`src/hw/fsb_pkg.sv`:
```
// Purpose: Shared constants and types for the stream buffer controller
// Assumes: APB with 32-bit data, register index times four gives byte address
// Notes: Indices are word indices, not byte addresses

package fsb_pkg;

  // ****************************************
  // Bus geometry
  // ****************************************
  localparam int ADDR_W = 18;
  localparam int IDX_W = 16;

  // ****************************************
  // Register indices
  // ****************************************
  localparam logic [15:0] IDX_COMMAND = 16'h0000;
  localparam logic [15:0] IDX_TALLY = 16'hea74;
  localparam logic [15:0] IDX_LIMIT = 16'hea7e;
  localparam logic [15:0] IDX_RELEASE = 16'hea92;
  localparam logic [15:0] IDX_NUM_BUFS = 16'heb00;
  localparam logic [15:0] IDX_BUF_LEN = 16'heb01;
  localparam logic [15:0] IDX_CHAN_EN = 16'heb02;
  localparam logic [15:0] IDX_IRQ_STAT = 16'heb03;
  localparam logic [15:0] IDX_IRQ_MASK = 16'heb04;
  localparam logic [15:0] IDX_STATUS = 16'heb05;
  localparam logic [15:0] IDX_LEGACY_REL = 16'heb10;
  localparam logic [11:0] LEGACY_GROUP = 12'heb1;

  // ****************************************
  // Command codes
  // ****************************************
  localparam logic [31:0] CMD_BEGIN_BLOCK = 32'h0000_000c;
  localparam logic [31:0] CMD_NEXT_WAIT = 32'h0000_000d;
  localparam logic [31:0] CMD_BEGIN_NOWAIT = 32'h0000_000e;
  localparam logic [31:0] CMD_HALT = 32'h0000_0014;

  // ****************************************
  // Reset values
  // ****************************************
  localparam logic [8:0] RST_NUM_BUFS = 9'h002;
  localparam logic [31:0] RST_BUF_LEN = 32'h0000_0400;
  localparam logic [7:0] RST_CHAN_EN = 8'hff;
  localparam logic [31:0] RST_LIMIT = 32'h0000_0000;

  // ****************************************
  // Event bits (status and mask share layout)
  // ****************************************
  localparam int EV_W = 3;
  localparam int EV_BUF_DONE = 0;
  localparam int EV_AUTO_STOP = 1;
  localparam int EV_STALL = 2;

  // ****************************************
  // Status word fields
  // ****************************************
  localparam int STS_RUN = 0;
  localparam int STS_STALL = 1;
  localparam int STS_WAIT = 2;
  localparam int STS_STAGE = 3;
  localparam int STS_IDX_LSB = 8;

  // Channel position k is held in bits [3k+2:3k]: 0,4,1,5,2,6,3,7
  localparam logic [23:0] CH_ORDER = 24'hef_2a60;

  typedef enum logic [2:0] {
    FSB_IDLE = 3'b001,
    FSB_RUN = 3'b010,
    FSB_STALL = 3'b100
  } fsb_state_t;

endpackage

```
`src/hw/fsb_stream_ctrl.sv`:
```
// Purpose: Streaming control that fills a ring of host buffers from channel samples
// Assumes: One clock; samples arrive one set per handshake; host takes every word
// Notes: APB slave answers after one wait state

`timescale 1ns/1ns

module fsb_stream_ctrl #(
  parameter int SAMPLE_W = 16
) (
  // APB
  input wire logic pclk,
  input wire logic presetn,
  input wire logic psel,
  input wire logic penable,
  input wire logic pwrite,
  input wire logic [fsb_pkg::ADDR_W-1:0] paddr,
  input wire logic [31:0] pwdata,
  output logic pready,
  output logic [31:0] prdata,
  output logic pslverr,
  // Sample input, one word per channel
  input wire logic sample_valid,
  input wire logic [8*SAMPLE_W-1:0] sample_data,
  output logic sample_ready,
  // Buffer word output
  output logic out_valid,
  output logic [SAMPLE_W-1:0] out_data,
  output logic [7:0] out_buf,
  output logic [31:0] out_word,
  output logic out_stage,
  // Host notification
  output logic irq,
  output logic wait_pending
);

  // ****************************************
  // State
  // ****************************************
  fsb_pkg::fsb_state_t st_r, st_nxt;
  logic [31:0] tally_r, tally_nxt, limit_r, limit_nxt, buflen_r, buflen_nxt;
  logic [31:0] wcnt_r, wcnt_nxt;
  logic [8:0] nbufs_r, nbufs_nxt;
  logic [7:0] chen_r, chen_nxt, pend_r, pend_nxt, idx_r, idx_nxt;
  logic [fsb_pkg::EV_W-1:0] istat_r, istat_nxt, imask_r, imask_nxt, ev;
  logic wait_r, wait_nxt, stage_r, stage_nxt;
  logic [255:0] free_r, free_nxt;
  logic [8*SAMPLE_W-1:0] hold_r, hold_nxt;
  logic pready_r, pready_nxt, pslverr_r, pslverr_nxt;
  logic [31:0] prdata_r, prdata_nxt;
  logic ovalid_r, ovalid_nxt, ostage_r, ostage_nxt, sready_r, sready_nxt, irq_r, irq_nxt;
  logic [SAMPLE_W-1:0] odata_r, odata_nxt;
  logic [7:0] obuf_r, obuf_nxt;
  logic [31:0] oword_r, oword_nxt;
  logic [15:0] ridx;
  logic wr, setup, mapped;
  logic [3:0] pk;
  logic [31:0] rdmux;

  // First enabled channel in the fixed interleave order
  function automatic logic [3:0] fsb_pick(input logic [7:0] m);
    logic [3:0] r;
    logic [2:0] c;
    r = 4'h0;
    for (int k = 7; k >= 0; k--) begin
      c = fsb_pkg::CH_ORDER[3*k +: 3];
      if (m[c]) begin
        r = {1'b1, c};
      end
    end
    return r;
  endfunction

  // ****************************************
  // Next-state logic
  // ****************************************
  always_comb begin
    st_nxt = st_r;
    tally_nxt = tally_r;
    limit_nxt = limit_r;
    buflen_nxt = buflen_r;
    wcnt_nxt = wcnt_r;
    nbufs_nxt = nbufs_r;
    chen_nxt = chen_r;
    pend_nxt = pend_r;
    idx_nxt = idx_r;
    imask_nxt = imask_r;
    wait_nxt = wait_r;
    stage_nxt = stage_r;
    free_nxt = free_r;
    hold_nxt = hold_r;
    ev = '0;
    ovalid_nxt = 1'b0;
    odata_nxt = odata_r;
    obuf_nxt = obuf_r;
    oword_nxt = oword_r;
    ostage_nxt = ostage_r;
    ridx = paddr[fsb_pkg::ADDR_W-1:2];
    setup = psel & penable & ~pready_r;
    wr = psel & penable & pready_r & pwrite;
    pk = fsb_pick(pend_r);

    // Datapath
    if (st_r == fsb_pkg::FSB_RUN) begin
      if (pend_r != 8'h00) begin
        if (wcnt_r == 32'h0000_0000 && !free_r[idx_r]) begin
          st_nxt = fsb_pkg::FSB_STALL;
          ev[fsb_pkg::EV_STALL] = 1'b1;
        end else begin
          ovalid_nxt = 1'b1;
          odata_nxt = hold_r[pk[2:0]*SAMPLE_W +: SAMPLE_W];
          obuf_nxt = idx_r;
          oword_nxt = wcnt_r;
          ostage_nxt = stage_r;
          pend_nxt[pk[2:0]] = 1'b0;
          if (wcnt_r == 32'h0000_0000) begin
            free_nxt[idx_r] = 1'b0;
          end
          if (wcnt_r == (buflen_r >> 1) - 32'h0000_0001) begin
            wcnt_nxt = 32'h0000_0000;
            idx_nxt = (9'(idx_r) == nbufs_r - 9'h001) ? 8'h00 : idx_r + 8'h01;
            stage_nxt = ~stage_r;
            tally_nxt = tally_r + 32'h0000_0001;
            ev[fsb_pkg::EV_BUF_DONE] = 1'b1;
            wait_nxt = 1'b0;
            if (limit_r != 32'h0000_0000 && tally_nxt == limit_r) begin
              st_nxt = fsb_pkg::FSB_IDLE;
              pend_nxt = 8'h00;
              ev[fsb_pkg::EV_AUTO_STOP] = 1'b1;
            end
          end else begin
            wcnt_nxt = wcnt_r + 32'h0000_0001;
          end
        end
      end else if (sample_valid && sready_r) begin
        hold_nxt = sample_data;
        pend_nxt = chen_r;
      end
    end else if (st_r == fsb_pkg::FSB_STALL && free_r[idx_r]) begin
      st_nxt = fsb_pkg::FSB_RUN;
    end

    // Register writes; release set wins over the fill clear
    if (wr) begin
      case (ridx)
        fsb_pkg::IDX_COMMAND: begin
          case (pwdata)
            fsb_pkg::CMD_BEGIN_BLOCK, fsb_pkg::CMD_BEGIN_NOWAIT: begin
              st_nxt = fsb_pkg::FSB_RUN;
              tally_nxt = 32'h0000_0000;
              idx_nxt = 8'h00;
              wcnt_nxt = 32'h0000_0000;
              stage_nxt = 1'b0;
              pend_nxt = 8'h00;
              free_nxt = '1;
              wait_nxt = (pwdata == fsb_pkg::CMD_BEGIN_BLOCK);
            end
            fsb_pkg::CMD_NEXT_WAIT: begin
              wait_nxt = (st_r != fsb_pkg::FSB_IDLE);
            end
            fsb_pkg::CMD_HALT: begin
              st_nxt = fsb_pkg::FSB_IDLE;
              pend_nxt = 8'h00;
              wait_nxt = 1'b0;
            end
            default: begin
            end
          endcase
        end
        fsb_pkg::IDX_LIMIT: limit_nxt = pwdata;
        fsb_pkg::IDX_RELEASE: free_nxt[pwdata[7:0]] = 1'b1;
        fsb_pkg::IDX_NUM_BUFS: nbufs_nxt = pwdata[8:0];
        fsb_pkg::IDX_BUF_LEN: buflen_nxt = pwdata;
        fsb_pkg::IDX_CHAN_EN: chen_nxt = pwdata[7:0];
        fsb_pkg::IDX_IRQ_MASK: imask_nxt = pwdata[fsb_pkg::EV_W-1:0];
        default: begin
          if (ridx[15:4] == fsb_pkg::LEGACY_GROUP) begin
            free_nxt[{4'h0, ridx[3:0]}] = 1'b1;
          end
        end
      endcase
    end

    // Sticky events, write one to clear, a new event wins
    istat_nxt = istat_r;
    if (wr && ridx == fsb_pkg::IDX_IRQ_STAT) begin
      istat_nxt = istat_r & ~pwdata[fsb_pkg::EV_W-1:0];
    end
    istat_nxt = istat_nxt | ev;
    irq_nxt = |(istat_nxt & imask_nxt);
    sready_nxt = (st_nxt == fsb_pkg::FSB_RUN) && (pend_nxt == 8'h00);

    // Read mux; write-only words read as zero
    mapped = 1'b1;
    case (ridx)
      fsb_pkg::IDX_TALLY: rdmux = tally_r;
      fsb_pkg::IDX_LIMIT: rdmux = limit_r;
      fsb_pkg::IDX_NUM_BUFS: rdmux = {23'h00_0000, nbufs_r};
      fsb_pkg::IDX_BUF_LEN: rdmux = buflen_r;
      fsb_pkg::IDX_CHAN_EN: rdmux = {24'h00_0000, chen_r};
      fsb_pkg::IDX_IRQ_STAT: rdmux = {29'h0000_0000, istat_r};
      fsb_pkg::IDX_IRQ_MASK: rdmux = {29'h0000_0000, imask_r};
      fsb_pkg::IDX_STATUS: begin
        rdmux = 32'h0000_0000;
        rdmux[fsb_pkg::STS_RUN] = (st_r == fsb_pkg::FSB_RUN);
        rdmux[fsb_pkg::STS_STALL] = (st_r == fsb_pkg::FSB_STALL);
        rdmux[fsb_pkg::STS_WAIT] = wait_r;
        rdmux[fsb_pkg::STS_STAGE] = stage_r;
        rdmux[fsb_pkg::STS_IDX_LSB +: 8] = idx_r;
      end
      fsb_pkg::IDX_COMMAND, fsb_pkg::IDX_RELEASE: rdmux = 32'h0000_0000;
      default: begin
        rdmux = 32'h0000_0000;
        mapped = (ridx[15:4] == fsb_pkg::LEGACY_GROUP);
      end
    endcase
    // One wait state gives every output a flop source
    pready_nxt = setup;
    prdata_nxt = setup ? (pwrite ? 32'h0000_0000 : rdmux) : prdata_r;
    pslverr_nxt = setup & ~mapped;
  end

  // ****************************************
  // Registers
  // ****************************************
  always_ff @(posedge pclk or negedge presetn) begin
    if (!presetn) begin
      st_r <= fsb_pkg::FSB_IDLE;
      tally_r <= 32'h0000_0000;
      limit_r <= fsb_pkg::RST_LIMIT;
      buflen_r <= fsb_pkg::RST_BUF_LEN;
      wcnt_r <= 32'h0000_0000;
      nbufs_r <= fsb_pkg::RST_NUM_BUFS;
      chen_r <= fsb_pkg::RST_CHAN_EN;
      pend_r <= 8'h00;
      idx_r <= 8'h00;
      istat_r <= '0;
      imask_r <= '0;
      wait_r <= 1'b0;
      stage_r <= 1'b0;
      free_r <= '1;
      hold_r <= '0;
      pready_r <= 1'b0;
      prdata_r <= 32'h0000_0000;
      pslverr_r <= 1'b0;
      ovalid_r <= 1'b0;
      odata_r <= '0;
      obuf_r <= 8'h00;
      oword_r <= 32'h0000_0000;
      ostage_r <= 1'b0;
      sready_r <= 1'b0;
      irq_r <= 1'b0;
    end else begin
      st_r <= st_nxt;
      tally_r <= tally_nxt;
      limit_r <= limit_nxt;
      buflen_r <= buflen_nxt;
      wcnt_r <= wcnt_nxt;
      nbufs_r <= nbufs_nxt;
      chen_r <= chen_nxt;
      pend_r <= pend_nxt;
      idx_r <= idx_nxt;
      istat_r <= istat_nxt;
      imask_r <= imask_nxt;
      wait_r <= wait_nxt;
      stage_r <= stage_nxt;
      free_r <= free_nxt;
      hold_r <= hold_nxt;
      pready_r <= pready_nxt;
      prdata_r <= prdata_nxt;
      pslverr_r <= pslverr_nxt;
      ovalid_r <= ovalid_nxt;
      odata_r <= odata_nxt;
      obuf_r <= obuf_nxt;
      oword_r <= oword_nxt;
      ostage_r <= ostage_nxt;
      sready_r <= sready_nxt;
      irq_r <= irq_nxt;
    end
  end

  assign pready = pready_r;
  assign prdata = prdata_r;
  assign pslverr = pslverr_r;
  assign sample_ready = sready_r;
  assign out_valid = ovalid_r;
  assign out_data = odata_r;
  assign out_buf = obuf_r;
  assign out_word = oword_r;
  assign out_stage = ostage_r;
  assign irq = irq_r;
  assign wait_pending = wait_r;

endmodule

```
`config.mk`:
```
export PLATFORM = sky130hd
export DESIGN_NAME = fsb_stream_ctrl
export DESIGN_NICKNAME = d
export VERILOG_FILES = /design/src/hw/fsb_pkg.sv /design/src/hw/fsb_stream_ctrl.sv
export SDC_FILE = /design/constraint.sdc
export NUM_CORES = 2
export LEC_CHECK = 0
export ABC_AREA = 0
export BUFFER_PORTS_ARGS = -buffer_cell sky130_fd_sc_hd__buf_2
export CORE_UTILIZATION = 49
export CTS_BUF_LIST = sky130_fd_sc_hd__clkbuf_4
export CTS_CLUSTER_SIZE = 25
export DETAILED_ROUTE_END_ITERATION = 16
export PLACE_DENSITY_LB_ADDON = 0.08
export SKIP_CTS_REPAIR_TIMING = 1
export SYNTH_ARGS = -nofsm -noshare
export SYNTH_HDL_FRONTEND = slang
export SYNTH_SLANG_ARGS = --single-unit
export TNS_END_PERCENT = 5
```
`constraint.sdc`:
```
create_clock -name pclk -period 4.3 [get_ports pclk]
set_input_delay 0.86 -clock pclk [delete_from_list [all_inputs] [get_ports pclk]]
set_output_delay 0.86 -clock pclk [all_outputs]
set_load 0.1 [all_outputs]
```
==> impl_metrics.json <==
{
  "fillers": 6161,
  "htreeDepth": 4,
  "synthesis.nets": 3619,
  "cp.arrival_ps": 5190,
  "gp_congestion": 0.999,
  "finalInstanceArea_um2": 41200,
  "yosys_warnings": 0,
  "dr.first_iter.drc_count": 3084,
  "grt_max_degree": 124,
  "cp.buffers_inverters": 4,
  "via_per_inst": 6.30,
  "max_stage_delay_ps": 580,
  "crit_type": "reg -> reg",
  "required_ps": 5250,
  "clock_latency_ps": 1080,
  "start_kind": "register",
  "hpwl_um": 90300,
  "fmax_ghz": 0.236,
  "cts_inserted_buffers": 180,
  "numPortBuffers": 276,
  "netlist_area_um2": 35100,
  "yosysSeqAreaShare_pct": 47.3,
  "grt_pass1_vias": 31200,
  "ys_dominant_reg_cell": "dfrtp_1",
  "finalHoldViolCount": 0,
  "relSlewSlack_pct": 23.6,
  "fin_crit_sh_pct": 98.6,
  "end_kind": "register",
  "dieArea_um2": 72600,
  "die_h_um": 270,
  "final_antenna_net_count": 0,
  "cts_tree": "yes",
  "overflow": 0,
  "async_reset_ff_share_pct": 100,
  "skew_ps": 87.7,
  "grt_use_total_pct": 34.5,
  "worst_pin_slew_ps": 1150,
  "placed_cell_area_um2": 38400,
  "synth_top_cell_area_share_pct": 27.3,
  "fin_util_pct": 58.5,
  "start_util_pct": 49.8,
  "area_growth_pct": 17.4,
  "rows": 97,
  "drc": 0,
  "status": "complete, no violations",
  "report.final.setup_viol": 0,
  "crit_fanout": 10,
  "path_cells": "buf_12 > buf_4 > mux4_2 > mux2i_1 > o22ai_1 > a2111oi_2 > buf_4 > a311oi_4 > o32a_1 > nor2_2 > a221oi_1 > o32ai_2 > a2111oi_2 > buf_4 > and4b_1",
  "synth_common_cells": "o21ai_0 (472), dfrtp_1 (383), dfstp_2 (267), mux2_2 (252), clkbuf_1 (216)",
  "cpMostUsedCell": "buf_4",
  "final_nets": 4060,
  "drt-pass1-iter-count": 10,
  "cts_root_buffer": "clkbuf_4",
  "finalMaxSlewViolations": 0,
  "syn_inst": 3426,
  "ys_types": 91,
  "wire_per_inst_um": 25.4,
  "cts_max_path_buffers": 3,
  "clock_sinks": 650,
  "ir_drop_v": 0.000236,
  "cpMaxStageDelayCell": "dfrtp_4",
  "min_period_ps": 4240,
  "routed_wl_um": 126000,
  "power.density_nw_per_um2": 300,
  "antenna_found_initial": 15,
  "ys_ff_latch": 650,
  "via_count": 31300,
  "leakagePower_nw": 18.0,
  "clk_pin_slew_worst_paths_ps": 70,
  "synth_area_leaders": "dfrtp_1 (27%), dfstp_2 (20%), mux2_2 (8.1%), o21ai_0 (6.7%), mux2i_1 (3.7%)",
  "min_path_type": "in -> reg",
  "drive_gt1_share_pct": 36.5,
  "report.power.total_mw": 12.4,
  "synth_most_common_cell": "o21ai_0",
  "die_w_um": 270,
  "syn_area_per_cell_um2": 10.2,
  "drv_cap": 0,
  "holdWs_ps": 51.7,
  "critPathTopFamily": "compound AO/OA/AOI/OAI gates",
  "synth_area_leader_cell": "dfrtp_1",
  "synth_enable_flop_cells": 0,
  "ios": 279,
  "coreArea_um2": 70400,
  "grt_pass1_wl_um": 192000
}
==> cell families (layout without fill, tap and decap cells) <==
logic type | Yosys count | count (layout) | share of synthesized area [%]
compound gates | 1009 | 1009 | 17.4
flops | 650 | 650 | 47.3
mux | 421 | 421 | 14.4
buf+inv | 308 | 891 | 3.80
xor+xnor | 130 | 130 | 3.25
simple gates | 899 | 899 | 13.4
other cells | 0 | 15 | 0
fa+ha+maj | 9 | 9 | 0.321
==> layout by cell type (no fill, tap or decap), types with 50 or more instances in the layout <==
| cell | count |
|---|---|
| a21oi_1 | 191 |
| buf_2 | 275 |
| buf_4 | 224 |
| clkbuf_4 | 276 |
| dfrtp_1 | 378 |
| dfstp_2 | 267 |
| mux2_2 | 252 |
| mux2i_1 | 128 |
| nand2_1 | 209 |
| nand3_1 | 76 |
| nand4_1 | 50 |
| nor2_1 | 183 |
| nor3_1 | 63 |
| nor4_1 | 60 |
| o211ai_1 | 132 |
| o21ai_0 | 471 |
| xnor2_1 | 74 |
| xor2_1 | 56 |
==> stage by stage <==
stage | setup TNS [ps] | std cells | setup WS (ps)
finish | 0 | 4964 | 59.3
floorplan | 0 | 3426 | 737
detailed placement | -30090 | 4598 | -449
CTS | -30730 | 4922 | -457
global placement | -22000 | 4598 | -347
global route | -8.24 | 4960 | -5.38
==> per-layer routing <==
metal  wire length (um)  up-vias  GRT usage (%)
met4               4760        6           14.7
met2              59400     1414           54.6
met5                 42        -              0
met3              10200      303           7.74
li1                   -    13700              -
met1              51700    15800           45.5
==> worst register-to-register path, cell delays in order, from the launching register on <==
cell and delay (ps):
dfrtp_4 580, buf_12 200, buf_4 190, mux4_2 370, mux2i_1 70, o22ai_1 230, a2111oi_2 110, buf_4 210
a311oi_4 480, o32a_1 390, nor2_2 100, a221oi_1 400, o32ai_2 160, a2111oi_2 330, buf_4 170, and4b_1 180
==> flip-flops by register name (all words and copies together) (netlist names), 3 cells and up <==
register  count
buflen_r     32
chen_r        8
free_r      256
hold_r      128
idx_r         8
imask_r       3
istat_r       3
limit_r      32
nbufs_r       9
out_buf       8
out_data     16
out_word     32
pend_r        8
prdata       32
st_r          3
tally_r      32
wcnt_r       32
==> power by group <==
group | total (mW) | internal (mW) | switching, mW
clock network | 5.82 | 2.96 | 2.87
registers | 6.13 | 6.13 | 0.00139
logic | 0.396 | 0.117 | 0.280
total | 12.4 | 9.20 | 3.15
==> worst paths after layout <==
| check | start | endpoint | slack [ps] | depth (start not counted) |
|---|---|---|---|---|
| max | idx_r[0]$_DFF_PN0_ | sample_ready$_DFF_PN0_ | 60 | 15 |
| max reg2reg | idx_r[0]$_DFF_PN0_ | sample_ready$_DFF_PN0_ | 60 | 15 |
| min reg2reg | prdata[2]$_DFFE_PN0P_ | prdata[2]$_DFFE_PN0P_ | 490 | 1 |
| min | sample_data[40] | hold_r[40]$_DFFE_PN0P_ | 50 | 2 |
| max in group asynchronous | presetn | out_data[13]$_DFFE_PN0P_ | 2660 | 3 |
| min in group asynchronous | presetn | prdata[17]$_DFFE_PN0P_ | 440 | 2 |
==> final cells by class <==
| cell class | count | area, um^2 | share of cell area, % |
|---|---|---|---|
| repair buffers | 536 | 3580 | 8.71 |
| clock inverters | 48 | 268 | 0.650 |
| flip-flops and latches | 650 | 16600 | 40.3 |
| multi-input cells | 2468 | 17300 | 42.0 |
| diodes | 15 | 37.5 | 0.0912 |
| inverters | 31 | 116 | 0.283 |
| well taps | 940 | 1180 | 2.86 |
| clock buffers | 276 | 2070 | 5.03 |
No activity file was read; power rests on OpenSTA's default activity.
